--- src/lhrsf_pkg.sv ---
// lhrsf_pkg: constants for the limp-home, register reset and supply flag block
// assumes one 125 MHz core clock; spi and supply comparators arrive asynchronously
// Overview of operation
// (RULE_01) standby low with a control wire high enters limp-home, driving mapped channel
// (RULE_02) in limp-home serial reads are answered, serial writes are ignored
// (RULE_03) limp-home entry forces both supply flags to one, both open-load flags to zero
// (RULE_04) limp-home reports operating mode field as binary 01
// (RULE_05) first reply after limp-home entry carries transmission error set, then normal
// (RULE_06) channel error and output status monitor bits keep working and stay readable
// (RULE_07) all other registers sit at default and refuse writes during limp-home
// (RULE_08) only channels 2 and 3 may be on in limp-home, supply permitting
// (RULE_09) controller avoids serial commands during active and limp-home changeover
// (RULE_10) registers default on logic supply loss, standby low, or software reset
// (RULE_11) software reset keeps channel error bits
// (RULE_12) software reset clears supply undervoltage and low logic supply flags
// (RULE_13) register reset drops channels not held by wires, restores input mapping
// (RULE_14) analog supply undervoltage while operating sets the undervoltage flag
// (RULE_15) undervoltage flag clears after recovery only at a standard diagnosis readout
// (RULE_16) low logic supply sets its flag; clears after recovery at diagnosis readout
// (RULE_17) channels turn on only after the mode transition time has elapsed; code skips the wait between active and limp-home
// (RULE_18) standby high with a wire high or an enable bit set enters active
// (RULE_19) serial write frames in limp-home are dropped, read reply still returned
`default_nettype none
package lhrsf_pkg;
  // ---------------------------------------------------------------
  // timing
  // ---------------------------------------------------------------
  localparam int CLK_NS     = 8;
  localparam int TRANS_NS   = 200;
  localparam int TRANS_CYC  = (TRANS_NS + CLK_NS - 1) / CLK_NS;
  localparam int FRAME_BITS = 16;
  // ---------------------------------------------------------------
  // serial register map and defaults
  // ---------------------------------------------------------------
  localparam logic [2:0] SA_DIAG  = 3'h0;
  localparam logic [2:0] SA_OUTEN = 3'h1;
  localparam logic [2:0] SA_MAP0  = 3'h2;
  localparam logic [2:0] SA_MAP1  = 3'h3;
  localparam logic [2:0] SA_HWCR  = 3'h4;
  localparam logic [2:0] SA_OSM   = 3'h5;
  localparam int CMD_WR_BIT   = 15;
  localparam int CMD_ADDR_HI  = 14;
  localparam int CMD_ADDR_LO  = 12;
  localparam int HWCR_ACT_BIT = 0;
  localparam int SOFTWARE_RESET_BIT_BIT = 1;
  localparam logic [7:0] OUTEN_RST = 8'h00;
  localparam logic [7:0] MAP0_RST  = 8'h04;
  localparam logic [7:0] MAP1_RST  = 8'h08;
  localparam logic [7:0] LIMP_MASK = 8'h0C;
  localparam logic [1:0] MC_IDLE   = 2'h0;
  localparam logic [1:0] MC_LIMP   = 2'h1;
  localparam logic [1:0] MC_ACTIVE = 2'h2;
  localparam logic [1:0] MC_SLEEP  = 2'h3;
  typedef enum logic [1:0] {
    M_SLEEP  = 2'h0,
    M_IDLE   = 2'h1,
    M_ACTIVE = 2'h3,
    M_LIMP   = 2'h2
  } lhrsf_mode_t;
  // ---------------------------------------------------------------
  // local bus map
  // ---------------------------------------------------------------
  localparam logic [3:0] BA_IRQ_STAT = 4'h0;
  localparam logic [3:0] BA_IRQ_EN   = 4'h4;
  localparam logic [3:0] BA_IRQ_CLR  = 4'h8;
  localparam logic [3:0] BA_STATUS   = 4'hC;
  localparam int EV_W        = 5;
  localparam int EV_LIMP_IN  = 0;
  localparam int EV_LIMP_OUT = 1;
  localparam int EV_REG_RST  = 2;
  localparam int EV_UV       = 3;
  localparam int EV_LOP      = 4;
endpackage
`default_nettype wire

--- src/lhrsf_core.sv ---
// lhrsf_core: mode control, register reset and supply flags of the relay switch
// assumes pins and comparators are asynchronous; spi clock is slow enough to sample
`timescale 1ns/100ps
`default_nettype none
module lhrsf_core (
  input  wire logic        core_clk,
  input  wire logic        rst_n,
  input  wire logic        standby_pin,
  input  wire logic [1:0]  parallel_ctrl_wires,
  input  wire logic        vs_below_uv,
  input  wire logic        vs_above_op,
  input  wire logic        vdd_below_uv,
  input  wire logic        vdd_in_lop,
  input  wire logic        ol_on_det,
  input  wire logic        ol_off_det,
  input  wire logic [7:0]  chan_fault,
  input  wire logic [7:0]  chan_sense,
  input  wire logic        spi_sclk,
  input  wire logic        spi_csn,
  input  wire logic        spi_mosi,
  output logic             spi_miso,
  output logic             spi_miso_oe,
  output logic [7:0]       chan_on,
  input  wire logic [3:0]  bus_addr,
  input  wire logic [31:0] bus_wdata,
  input  wire logic        bus_wr,
  input  wire logic        bus_rd,
  output logic [31:0]      bus_rdata,
  output logic             irq
);
  localparam int SW = $clog2(lhrsf_pkg::TRANS_CYC + 1);
  localparam logic [SW-1:0] SETTLE_LD = SW'(lhrsf_pkg::TRANS_CYC);
  localparam logic [4:0] FRAME_CNT = 5'(lhrsf_pkg::FRAME_BITS);
  // csn idles high so no false frame edge is seen after reset
  localparam logic [27:0] SYNC_RST = 28'h0000002;

  // ---------------------------------------------------------------
  // input synchronisers
  // ---------------------------------------------------------------
  logic [27:0] meta_q;
  logic [27:0] sync_q;
  always_ff @(posedge core_clk) begin
    if (!rst_n) begin
      meta_q <= SYNC_RST;
      sync_q <= SYNC_RST;
    end else begin
      meta_q <= {standby_pin, parallel_ctrl_wires, vs_below_uv, vs_above_op,
                 vdd_below_uv, vdd_in_lop, ol_on_det, ol_off_det, chan_fault,
                 chan_sense, spi_sclk, spi_csn, spi_mosi};
      sync_q <= meta_q;
    end
  end

  logic       stby_s, vs_uv_s, vs_op_s, vdd_uv_s, vdd_lop_s, open_load_on_flag_s, open_load_off_flag_s;
  logic       sclk_s, csn_s, mosi_s;
  logic [1:0] in_s;
  logic [7:0] fault_s, sense_s;
  assign {stby_s, in_s, vs_uv_s, vs_op_s, vdd_uv_s, vdd_lop_s, open_load_on_flag_s, open_load_off_flag_s,
          fault_s, sense_s, sclk_s, csn_s, mosi_s} = sync_q;

  // ---------------------------------------------------------------
  // operating mode
  // ---------------------------------------------------------------
  lhrsf_pkg::lhrsf_mode_t mode_q, mode_d;
  logic          limp, limp_prev_q, limp_rise, limp_fall;
  logic [7:0]    outen_q, map0_q, map1_q, err_q;
  logic          act_q, swrst_q, reg_rst, reg_rst_prev_q;
  logic [SW-1:0] settle_q;

  always_comb begin
    mode_d = lhrsf_pkg::M_IDLE;
    if (!stby_s && (|in_s))
      mode_d = lhrsf_pkg::M_LIMP;    // [RULE_01]
    else if (!stby_s)
      mode_d = lhrsf_pkg::M_SLEEP;
    else if ((|in_s) || (|outen_q) || act_q)
      mode_d = lhrsf_pkg::M_ACTIVE;  // [RULE_18]
  end

  always_ff @(posedge core_clk) begin
    if (!rst_n) begin
      mode_q      <= lhrsf_pkg::M_SLEEP;
      limp_prev_q <= 1'b0;
    end else begin
      mode_q      <= mode_d;
      limp_prev_q <= limp;
    end
  end
  assign limp      = (mode_q == lhrsf_pkg::M_LIMP);
  assign limp_rise = limp && !limp_prev_q;
  assign limp_fall = !limp && limp_prev_q;

  // turn-on waits for the transition time when coming from sleep or idle
  always_ff @(posedge core_clk) begin
    if (!rst_n)
      settle_q <= SETTLE_LD;
    else if (mode_q != lhrsf_pkg::M_ACTIVE && !limp)
      settle_q <= SETTLE_LD;                 // [RULE_17]
    else if (settle_q != '0)
      settle_q <= settle_q - 1'b1;
  end

  // ---------------------------------------------------------------
  // serial frame engine
  // ---------------------------------------------------------------
  logic        sclk_d_q, csn_d_q;
  logic        sclk_rise, sclk_fall, csn_fall, csn_rise;
  logic [4:0]  bitcnt_q;
  logic [15:0] rx_q, tx_q, reply_w;
  logic        tx_diag_q, tx_ter_q;
  logic [2:0]  rsel_q;
  logic        frame_ok, frame_wr, frame_bad, diag_done;
  logic [2:0]  frame_addr;
  logic [7:0]  frame_data;
  logic        uv_q, lop_q, open_load_on_flag_q, open_load_off_flag_q, ter_q;

  always_ff @(posedge core_clk) begin
    if (!rst_n) begin
      sclk_d_q <= 1'b0;
      csn_d_q  <= 1'b1;
    end else begin
      sclk_d_q <= sclk_s;
      csn_d_q  <= csn_s;
    end
  end
  assign sclk_rise = sclk_s && !sclk_d_q && !csn_s;
  assign sclk_fall = !sclk_s && sclk_d_q && !csn_s;
  assign csn_fall  = !csn_s && csn_d_q;
  assign csn_rise  = csn_s && !csn_d_q;

  function automatic logic [1:0] mode_code(input lhrsf_pkg::lhrsf_mode_t m);
    case (m)
      lhrsf_pkg::M_LIMP:   mode_code = lhrsf_pkg::MC_LIMP;   // [RULE_04]
      lhrsf_pkg::M_ACTIVE: mode_code = lhrsf_pkg::MC_ACTIVE;
      lhrsf_pkg::M_IDLE:   mode_code = lhrsf_pkg::MC_IDLE;
      default:             mode_code = lhrsf_pkg::MC_SLEEP;
    endcase
  endfunction

  // error and monitor bits stay readable in every mode
  function automatic logic [7:0] reg_read(input logic [2:0] a);
    case (a)
      lhrsf_pkg::SA_DIAG:  reg_read = err_q;      // [RULE_06]
      lhrsf_pkg::SA_OUTEN: reg_read = outen_q;
      lhrsf_pkg::SA_MAP0:  reg_read = map0_q;
      lhrsf_pkg::SA_MAP1:  reg_read = map1_q;
      lhrsf_pkg::SA_HWCR:  reg_read = {7'h00, act_q};
      lhrsf_pkg::SA_OSM:   reg_read = sense_s;    // [RULE_06]
      default:             reg_read = 8'h00;
    endcase
  endfunction

  always_comb reply_w = {ter_q, mode_code(mode_q), uv_q, lop_q, open_load_on_flag_q, open_load_off_flag_q, 1'b0,
                         reg_read(rsel_q)};

  always_ff @(posedge core_clk) begin
    if (!rst_n) begin
      bitcnt_q  <= 5'h00;
      rx_q      <= 16'h0000;
      tx_q      <= 16'h0000;
      tx_diag_q <= 1'b0;
      tx_ter_q  <= 1'b0;
    end else if (csn_fall) begin
      bitcnt_q  <= 5'h00;
      tx_q      <= reply_w;
      tx_diag_q <= (rsel_q == lhrsf_pkg::SA_DIAG);
      tx_ter_q  <= ter_q;
    end else begin
      if (sclk_rise) begin
        rx_q <= {rx_q[14:0], mosi_s};
        if (bitcnt_q != 5'h1F)
          bitcnt_q <= bitcnt_q + 5'h01;
      end
      if (sclk_fall)
        tx_q <= {tx_q[14:0], 1'b0};
    end
  end

  always_ff @(posedge core_clk) begin
    if (!rst_n) begin
      spi_miso    <= 1'b0;
      spi_miso_oe <= 1'b0;
    end else begin
      spi_miso_oe <= !csn_s;
      if (csn_fall)
        spi_miso <= reply_w[15];
      else if (sclk_fall)
        spi_miso <= tx_q[14];
    end
  end

  assign frame_ok   = csn_rise && (bitcnt_q == FRAME_CNT);
  assign frame_bad  = csn_rise && (bitcnt_q != FRAME_CNT) && (bitcnt_q != 5'h00);
  assign frame_addr = rx_q[lhrsf_pkg::CMD_ADDR_HI:lhrsf_pkg::CMD_ADDR_LO];
  assign frame_data = rx_q[7:0];
  // register writes are dropped in limp-home; the reply was already shifted out
  assign frame_wr   = frame_ok && rx_q[lhrsf_pkg::CMD_WR_BIT] && !limp;  // [RULE_02] [RULE_19]
  assign diag_done  = frame_ok && tx_diag_q;

  // a write frame points the next reply at standard diagnosis
  always_ff @(posedge core_clk) begin
    if (!rst_n)
      rsel_q <= lhrsf_pkg::SA_DIAG;
    else if (frame_ok)
      rsel_q <= rx_q[lhrsf_pkg::CMD_WR_BIT] ? lhrsf_pkg::SA_DIAG : frame_addr;
  end

  // ---------------------------------------------------------------
  // serial registers and their reset sources
  // ---------------------------------------------------------------
  assign reg_rst = vdd_uv_s || !stby_s || swrst_q;  // [RULE_10]

  always_ff @(posedge core_clk) begin
    if (!rst_n || reg_rst) begin
      outen_q <= lhrsf_pkg::OUTEN_RST;   // [RULE_07] [RULE_13]
      map0_q  <= lhrsf_pkg::MAP0_RST;
      map1_q  <= lhrsf_pkg::MAP1_RST;
      act_q   <= 1'b0;
    end else if (frame_wr) begin
      case (frame_addr)
        lhrsf_pkg::SA_OUTEN: outen_q <= frame_data;
        lhrsf_pkg::SA_MAP0:  map0_q  <= frame_data;
        lhrsf_pkg::SA_MAP1:  map1_q  <= frame_data;
        lhrsf_pkg::SA_HWCR:  act_q   <= frame_data[lhrsf_pkg::HWCR_ACT_BIT];
        default: ;
      endcase
    end
  end

  always_ff @(posedge core_clk) begin
    if (!rst_n)
      swrst_q <= 1'b0;
    else
      swrst_q <= frame_wr && (frame_addr == lhrsf_pkg::SA_HWCR) &&
                 frame_data[lhrsf_pkg::SOFTWARE_RESET_BIT_BIT];
  end

  // error bits survive software reset and standby; only logic supply loss or a diagnosis write clears
  always_ff @(posedge core_clk) begin
    if (!rst_n || vdd_uv_s)
      err_q <= 8'h00;
    else if (frame_wr && frame_addr == lhrsf_pkg::SA_DIAG)
      err_q <= (err_q & ~frame_data) | fault_s;  // [RULE_11]
    else
      err_q <= err_q | fault_s;                  // [RULE_06]
  end

  // ---------------------------------------------------------------
  // status flags
  // ---------------------------------------------------------------
  always_ff @(posedge core_clk) begin
    if (!rst_n)
      uv_q <= 1'b0;
    else if (limp || (vs_uv_s && mode_q != lhrsf_pkg::M_SLEEP))
      uv_q <= 1'b1;                             // [RULE_03] [RULE_14]
    else if (swrst_q || (diag_done && vs_op_s))
      uv_q <= 1'b0;                             // [RULE_12] [RULE_15]
  end

  always_ff @(posedge core_clk) begin
    if (!rst_n)
      lop_q <= 1'b0;
    else if (limp || vdd_lop_s)
      lop_q <= 1'b1;                            // [RULE_03] [RULE_16]
    else if (swrst_q || diag_done)
      lop_q <= 1'b0;                            // [RULE_12] [RULE_16]
  end

  always_ff @(posedge core_clk) begin
    if (!rst_n || limp) begin
      open_load_on_flag_q  <= 1'b0;                          // [RULE_03]
      open_load_off_flag_q <= 1'b0;
    end else begin
      open_load_on_flag_q  <= open_load_on_flag_s || (open_load_on_flag_q && !diag_done && !reg_rst);
      open_load_off_flag_q <= open_load_off_flag_s || (open_load_off_flag_q && !diag_done && !reg_rst);
    end
  end

  // raised at limp entry so the first reply carries it, then normal use
  always_ff @(posedge core_clk) begin
    if (!rst_n)
      ter_q <= 1'b0;
    else if (limp_rise || frame_bad)
      ter_q <= 1'b1;                            // [RULE_05]
    else if (frame_ok && tx_ter_q)
      ter_q <= 1'b0;
  end

  // ---------------------------------------------------------------
  // channel drive
  // ---------------------------------------------------------------
  logic [7:0] map_req, chan_d;
  assign map_req = ({8{in_s[0]}} & map0_q) | ({8{in_s[1]}} & map1_q);

  always_comb begin
    chan_d = 8'h00;
    if (settle_q == '0 && !vs_uv_s) begin
      if (limp)
        chan_d = map_req & lhrsf_pkg::LIMP_MASK & ~err_q;  // [RULE_08] [RULE_01]
      else if (mode_q == lhrsf_pkg::M_ACTIVE)
        chan_d = (outen_q | map_req) & ~err_q;             // [RULE_13]
    end
  end

  always_ff @(posedge core_clk) begin
    if (!rst_n)
      chan_on <= 8'h00;
    else
      chan_on <= chan_d;
  end

  // ---------------------------------------------------------------
  // local bus and interrupt
  // ---------------------------------------------------------------
  logic [lhrsf_pkg::EV_W-1:0] ev, irq_stat_q, irq_en_q, irq_clr;
  logic uv_prev_q, lop_prev_q;

  always_ff @(posedge core_clk) begin
    if (!rst_n) begin
      reg_rst_prev_q <= 1'b0;
      uv_prev_q      <= 1'b0;
      lop_prev_q     <= 1'b0;
    end else begin
      reg_rst_prev_q <= reg_rst;
      uv_prev_q      <= uv_q;
      lop_prev_q     <= lop_q;
    end
  end

  always_comb begin
    ev = '0;
    ev[lhrsf_pkg::EV_LIMP_IN]  = limp_rise;
    ev[lhrsf_pkg::EV_LIMP_OUT] = limp_fall;
    ev[lhrsf_pkg::EV_REG_RST]  = reg_rst && !reg_rst_prev_q;
    ev[lhrsf_pkg::EV_UV]       = uv_q && !uv_prev_q;
    ev[lhrsf_pkg::EV_LOP]      = lop_q && !lop_prev_q;
  end

  assign irq_clr = (bus_wr && bus_addr == lhrsf_pkg::BA_IRQ_CLR) ?
                   bus_wdata[lhrsf_pkg::EV_W-1:0] : '0;

  // an event in the clearing cycle stays set
  always_ff @(posedge core_clk) begin
    if (!rst_n) begin
      irq_stat_q <= '0;
      irq_en_q   <= '0;
      irq        <= 1'b0;
    end else begin
      irq_stat_q <= (irq_stat_q & ~irq_clr) | ev;
      if (bus_wr && bus_addr == lhrsf_pkg::BA_IRQ_EN)
        irq_en_q <= bus_wdata[lhrsf_pkg::EV_W-1:0];
      irq <= |(((irq_stat_q & ~irq_clr) | ev) & irq_en_q);
    end
  end

  always_ff @(posedge core_clk) begin
    if (!rst_n || !bus_rd)
      bus_rdata <= 32'h00000000;
    else begin
      case (bus_addr)
        lhrsf_pkg::BA_IRQ_STAT: bus_rdata <= {27'h0000000, irq_stat_q};
        lhrsf_pkg::BA_IRQ_EN:   bus_rdata <= {27'h0000000, irq_en_q};
        lhrsf_pkg::BA_STATUS:   bus_rdata <= {16'h0000, reply_w[15:9], 1'b0, chan_on};
        default:                bus_rdata <= 32'h00000000;
      endcase
    end
  end
endmodule
`default_nettype wire

--- config.mk ---
export PLATFORM = sky130hd
export DESIGN_NAME = lhrsf_core
export DESIGN_NICKNAME = d
export VERILOG_FILES = /design/src/lhrsf_pkg.sv /design/src/lhrsf_core.sv
export SDC_FILE = /design/constraint.sdc
export NUM_CORES = 1
export LEC_CHECK = 0
export ABC_AREA = 1
export BUFFER_PORTS_ARGS = -buffer_cell sky130_fd_sc_hd__clkbuf_2
export CAP_MARGIN = 10
export CORE_ASPECT_RATIO = 1.4
export CORE_MARGIN = 2
export CORE_UTILIZATION = 30
export DETAILED_ROUTE_END_ITERATION = 8
export SYNTH_ARGS = -nofsm -noshare
export SYNTH_HDL_FRONTEND = slang
export SYNTH_SLANG_ARGS = --single-unit
--- constraint.sdc ---
create_clock -name core_clk -period 2.05 [get_ports core_clk]
set_clock_uncertainty 0.05 [all_clocks]
set_input_delay 0.3075 -clock core_clk [delete_from_list [all_inputs] [get_ports core_clk]]
set_output_delay 0.3075 -clock core_clk [all_outputs]
set_load 0.01 [all_outputs]
; ---- After elaboration in Yosys (flattened, before gate mapping)
; Cells that the tools add are included.
[classes]
n_addsub = 2
eq_ne = 19
n_mux = 21
bitwise = 18
reduce_logical = 86
[ops]
columns = operator, count
row1 = 16-bit case mux with 3 select lines, 1
row2 = 8-bit case mux with 6 select lines, 1
row3 = 8-bit AND, 4
row4 = 1-bit logical AND, 32
row5 = 8-bit OR, 4
row6 = 15-bit 2-to-1 mux, 2
row7 = 8-bit 2-to-1 mux, 3
row8 = 8-bit NOT, 2
row9 = 1-bit logical NOT, 15
row10 = 1-bit logical OR, 15
row11 = 2-bit AND reduction, 7
row12 = 3-bit by 2-bit == test with 1-bit output (second input constant), 4
row13 = 5-bit AND, 2
row14 = 5-bit inequality test (second input constant), 2
row15 = 2-bit nonzero test, 5
row16 = 5-bit nonzero test, 2
row17 = 3-bit == test (second input constant), 3
row18 = 4-bit by 8-bit AND with 8-bit output, 1
row19 = 4-bit == test (second input constant), 2
row20 = 1-bit 2-to-1 mux, 8
row21 = 8-bit OR reduction, 1
row22 = 3-bit by 1-bit == test with 1-bit output (second input constant), 2
row23 = 3-bit logical NOT, 2
row24 = 2-bit 2-to-1 mux, 3
row25 = other kinds (18), 23
[word_totals]
register_bits = 202
input_bits = 68
output_inout_bits = 43
wordCells = 182

; ---- Longest topological paths before layout
[depth]
ltp_word = 8
depth_mapped = 11
ltp_nobuf = 10

; ---- Worst setup path before layout
; Ideal clock, no wire load.
[synth_path]
path_kind = register to register
startpoint = register mode_q[0]
endpoint = register map1_q[2]
setup_ns = 0.116
arrival_time_ns = 1.537
required_ns = 1.884
setup_slack_ns = 0.348
stages_incl_launch_ff = 9
n_path_buf = 0
synth_period_minus_slack_ns = 1.702
path_cell_list = dfxtp_1 > inv_1 > ha_1 > nor2_2 > nand2_4 > nor3_4 > inv_2 > nor2_1 > nor2_1
[synth_via]
elab_chain_cells = 4
[synth_rtl]
columns = item, line_no
row1 = "start, declared", lhrsf_core.sv:64  ; lhrsf_pkg::lhrsf_mode_t mode_q, mode_d;
row2 = "start signal, assigned", lhrsf_core.sv:82  ; mode_q <= lhrsf_pkg::M_SLEEP;
row3 = "start signal, assigned", lhrsf_core.sv:85  ; mode_q <= mode_d;
row4 = 2-bit == test, lhrsf_core.sv:89  ; assign limp = (mode_q == lhrsf_pkg::M_LIMP);
row5 = via limp, lhrsf_core.sv:65  ; logic limp, limp_prev_q, limp_rise, limp_fall;
row6 = 1-bit logical NOT, lhrsf_core.sv:197  ; assign frame_wr = frame_ok && rx_q[lhrsf_pkg::CMD_WR_BIT] && !limp;
row7 = 1-bit logical AND, lhrsf_core.sv:197
row8 = 2-bit AND reduction (no line), n/a
row9 = "end signal, assigned", lhrsf_core.sv:217  ; map1_q <= lhrsf_pkg::MAP1_RST;
row10 = "end signal, assigned", lhrsf_core.sv:223  ; lhrsf_pkg::SA_MAP1: map1_q <= frame_data;
row11 = "end, declared", lhrsf_core.sv:66  ; logic [7:0] outen_q, map0_q, map1_q, err_q;
; The timed path passes the listed nets, and every way through them passes these cells.
; A chain may end at the register's enable or synchronous reset.

; ---- Worst setup path after layout
[layout_path]
startpoint = register settle_q[2]
endpoint = register chan_on[4]
[layout_via]
elab_chain_cells = 3
[layout_rtl]
columns = item, line_no
row1 = "start, declared", lhrsf_core.sv:68  ; logic [SW-1:0] settle_q;
row2 = "start signal, assigned", lhrsf_core.sv:100  ; settle_q <= settle_q - 1'b1;
row3 = 5-bit logical NOT, lhrsf_core.sv:297  ; if (settle_q == '0 && !vs_uv_s) begin
row4 = 1-bit logical AND, lhrsf_core.sv:297
row5 = 2-bit AND reduction (no line), n/a
row6 = "end signal, assigned", lhrsf_core.sv:309  ; chan_on <= chan_d;
row7 = "end, declared", lhrsf_core.sv:23  ; output logic [7:0] chan_on,
; Every way passes these cells.

==> impl_metrics.json <==
{
  "run_status": "finished, final reports clean",
  "avgViaCountPerCell": 4.355,
  "path_max_fanout": 6,
  "die_height_um": 185.8,
  "peakVddDrop_mv": 0.5851,
  "die_x_um": 133.9,
  "cts_made_buffers": 17,
  "routedWlPerCell_um": 12.21,
  "nNetsFinal": 1094,
  "fmax_ghz": 0.5503,
  "drive_gt1_frac": 0.1373,
  "final_cell_area_um2": 8561,
  "clk-insertion-delay-late_ps": 430,
  "grt_pass1_wl_um": 26940,
  "yosys.cell_types.count": 38,
  "rows": 66,
  "whs_path_depth": 3,
  "antenna_found_initial": 0,
  "dpl.hpwl_um": 12010,
  "numPortBuffers": 66,
  "synth_edf_count": 0,
  "fp.coreArea_um2": 23200,
  "clockBufferDepth": 2,
  "final.period_utilization": 0.8864,
  "path_class": "reg -> reg",
  "rsz0062_at_grt": "no",
  "drv_slew": 0,
  "min_period_ps": 1817,
  "final-hold-violation-count": 0,
  "fp.dieArea_um2": 24870,
  "synth_top_area_frac": 0.5229,
  "crit_family": "simple AND/OR/NAND/NOR gates",
  "dr.pass1.iters": 5,
  "diodes": 0,
  "slowest_delay_ps": 330,
  "cp_num_buf_inv": 2,
  "hp-class": "in -> reg",
  "syn_to_final_growth_pct": 20.86,
  "cts_root_buf": "clkbuf_16",
  "ys_warn_count": 0,
  "maxCapViolations": 0,
  "ys.flop_type": "dfxtp_1",
  "layout.cells.non_filler": 1333,
  "drc": 0,
  "grt_pass1_vias": 5486,
  "worst_pin_slew_ps": 559.1,
  "gr-total-overflow": 0,
  "finalPower_uw": 7317,
  "async_flop_share": 0,
  "place_area_um2": 7804,
  "gp_congestion": 0.8831,
  "drtIter0Drc": 249,
  "startpoint_type": "flip-flop",
  "ys_ff_latch": 185,
  "r2r_cells": 7,
  "floorplan.initialDensity": 0.3052,
  "cpMaxStageDelayCell": "dfxtp_1",
  "grt_usage": 0.1371,
  "vias": 5805,
  "cts_resized": 0,
  "place_inst": 1287,
  "whs_ps": 15.08,
  "postCtsSetupBuffers": 0,
  "setup.worst_path.end_class": "flip-flop",
  "yosysTopAreaCell": "dfxtp_1",
  "syn-cell-area_um2": 7083,
  "cp_common_cell": "buf_4",
  "synth_area_leaders": "dfxtp_1, nand2_1, inv_1",
  "syn_inst": 916,
  "setup_viol": 0,
  "cts_tree": "yes",
  "pwr_density_cell_nw_per_um2": 854.8,
  "slew_headroom": 0.6273,
  "syn_avg_cell_area_um2": 7.733,
  "crit_chain": "nor2_1, nand3_2, nor3_1, nand3_1, buf_4, a211oi_1, buf_4",
  "routed_wl_um": 16280,
  "cp.arrival_ps": 2140,
  "cts.clk_slew.worst_paths_ps": 60,
  "setup-tns-final_ps": 0,
  "grt_max_degree": 64,
  "n_fill_cell": 2402,
  "yosysSeqAreaShare": 0.5229,
  "cts_hold_buf": 18,
  "crit_cells": 7,
  "cts_sinks": 185,
  "required_ps": 2380,
  "cts-htree-levels": 4,
  "ios": 111,
  "leakage_uw": 0.004127,
  "postRouteAntennaNets": 0
}
[routing by layer]
layer	GRT usage	wire [um]	share of wire
met1	0.1575	7077	0.43
met2	0.2445	8082	0.50
met3	0.02696	680	0.042
met4	0.06298	435	0.027
met5	0	0	0
[cells in the final DEF, fill, tap and decap left out, drive strengths merged, types with 2 or more instances in the layout]
cell type / synthesis / layout
a211oi: 6 / 6
clkbuf: 17 / 82
or2: 4 / 4
o211ai: 9 / 9
o21ai: 69 / 69
dfxtp: 185 / 185
clkinv: 0 / 2
a31oi: 6 / 6
nand4: 13 / 13
clkinvlp: 0 / 4
bufinv: 0 / 3
nand3: 27 / 27
ha: 8 / 8
o22ai: 10 / 10
a221oi: 3 / 3
nand2: 186 / 186
buf: 23 / 24
o221ai: 2 / 2
a21oi: 52 / 52
nor2: 108 / 108
conb: 1 / 17
nor4: 2 / 2
inv: 166 / 168
dlygate4sd3: 0 / 18
nor3: 14 / 14
[tightest hold or removal path, cell delays in order]
cell,delay (ps)
clkbuf_2,80
nand2_1,40
inv_1,40
[stage by stage]
stage          utilization  setup WS (ps)
3_5_place_dp        0.3363          261.2
5_1_grt             0.3689          52.40
3_3_place_gp        0.3363          267.4
6_report            0.3689          232.8
2_1_floorplan            -          347.5
4_1_cts             0.3689          242.6
[synthesized netlist by cell type, types with 2 or more instances]
cell type and instances:
dfxtp_1 185, nand2_1 180, inv_1 163, nor2_1 104, o21ai_0 69, a21oi_1 52, nand3_1 26, buf_4 17
clkbuf_1 17, nand4_1 13, o22ai_1 10, nor3_1 9, o211ai_1 9, ha_1 8, a211oi_1 6, a31oi_1 6
nand2_2 5, or2_2 4, a221oi_1 3, buf_2 3, inv_2 3, nor2_4 3, nor3_2 3, buf_1 2
nor3_4 2, o221ai_1 2
[registers in the layout, summed over array words and instances (netlist names), 2 cells and up]
register and cells:
meta_q 28, sync_q 28, rx_q 16, bus_rdata 15, tx_q 15, chan_on 8, err_q 8, map0_q 8
map1_q 8, outen_q 8, bitcnt_q 5, irq_en_q 5, irq_stat_q 5, settle_q 5, rsel_q 3, mode_q 2
[layout make-up]
type / instances / area [um2] / area share
multi-input cells: 541 / 2591 / 0.3027
inverters: 166 / 623.1 / 0.07279
well taps: 306 / 382.9 / 0.04472
clock buffers: 17 / 425.4 / 0.04969
clock inverters: 11 / 151.4 / 0.01768
repair buffers: 107 / 683.2 / 0.07980
flip-flops and latches: 185 / 3704 / 0.4326
[cells by family after synthesis]
| family | synth area share |
|---|---|
| compound gates | 0.1256 |
| xor+xnor | 0.001237 |
| fa+ha+maj | 0.01413 |
| buf+inv | 0.1198 |
| flops | 0.5229 |
| other cells | 0.0005294 |
| simple gates | 0.2159 |
[final timing paths]
path | start | to | slack [ps]
hold / removal | vs_below_uv | meta_q[24] | 20
setup reg to reg | settle_q[2] | chan_on[4] | 230
setup / recovery | settle_q[2] | chan_on[4] | 230
hold reg to reg | meta_q[7] | sync_q[7] | 360
[power breakdown]
group | total [uW] | leakage, uW | internal, uW | switching (uW)
combinational | 317 | 0.00235 | 129 | 189
sequential | 3730 | 0.00151 | 3680 | 47.8
clock | 3270 | 0.000270 | 1900 | 1370
(Power assumes the default switching activity.)
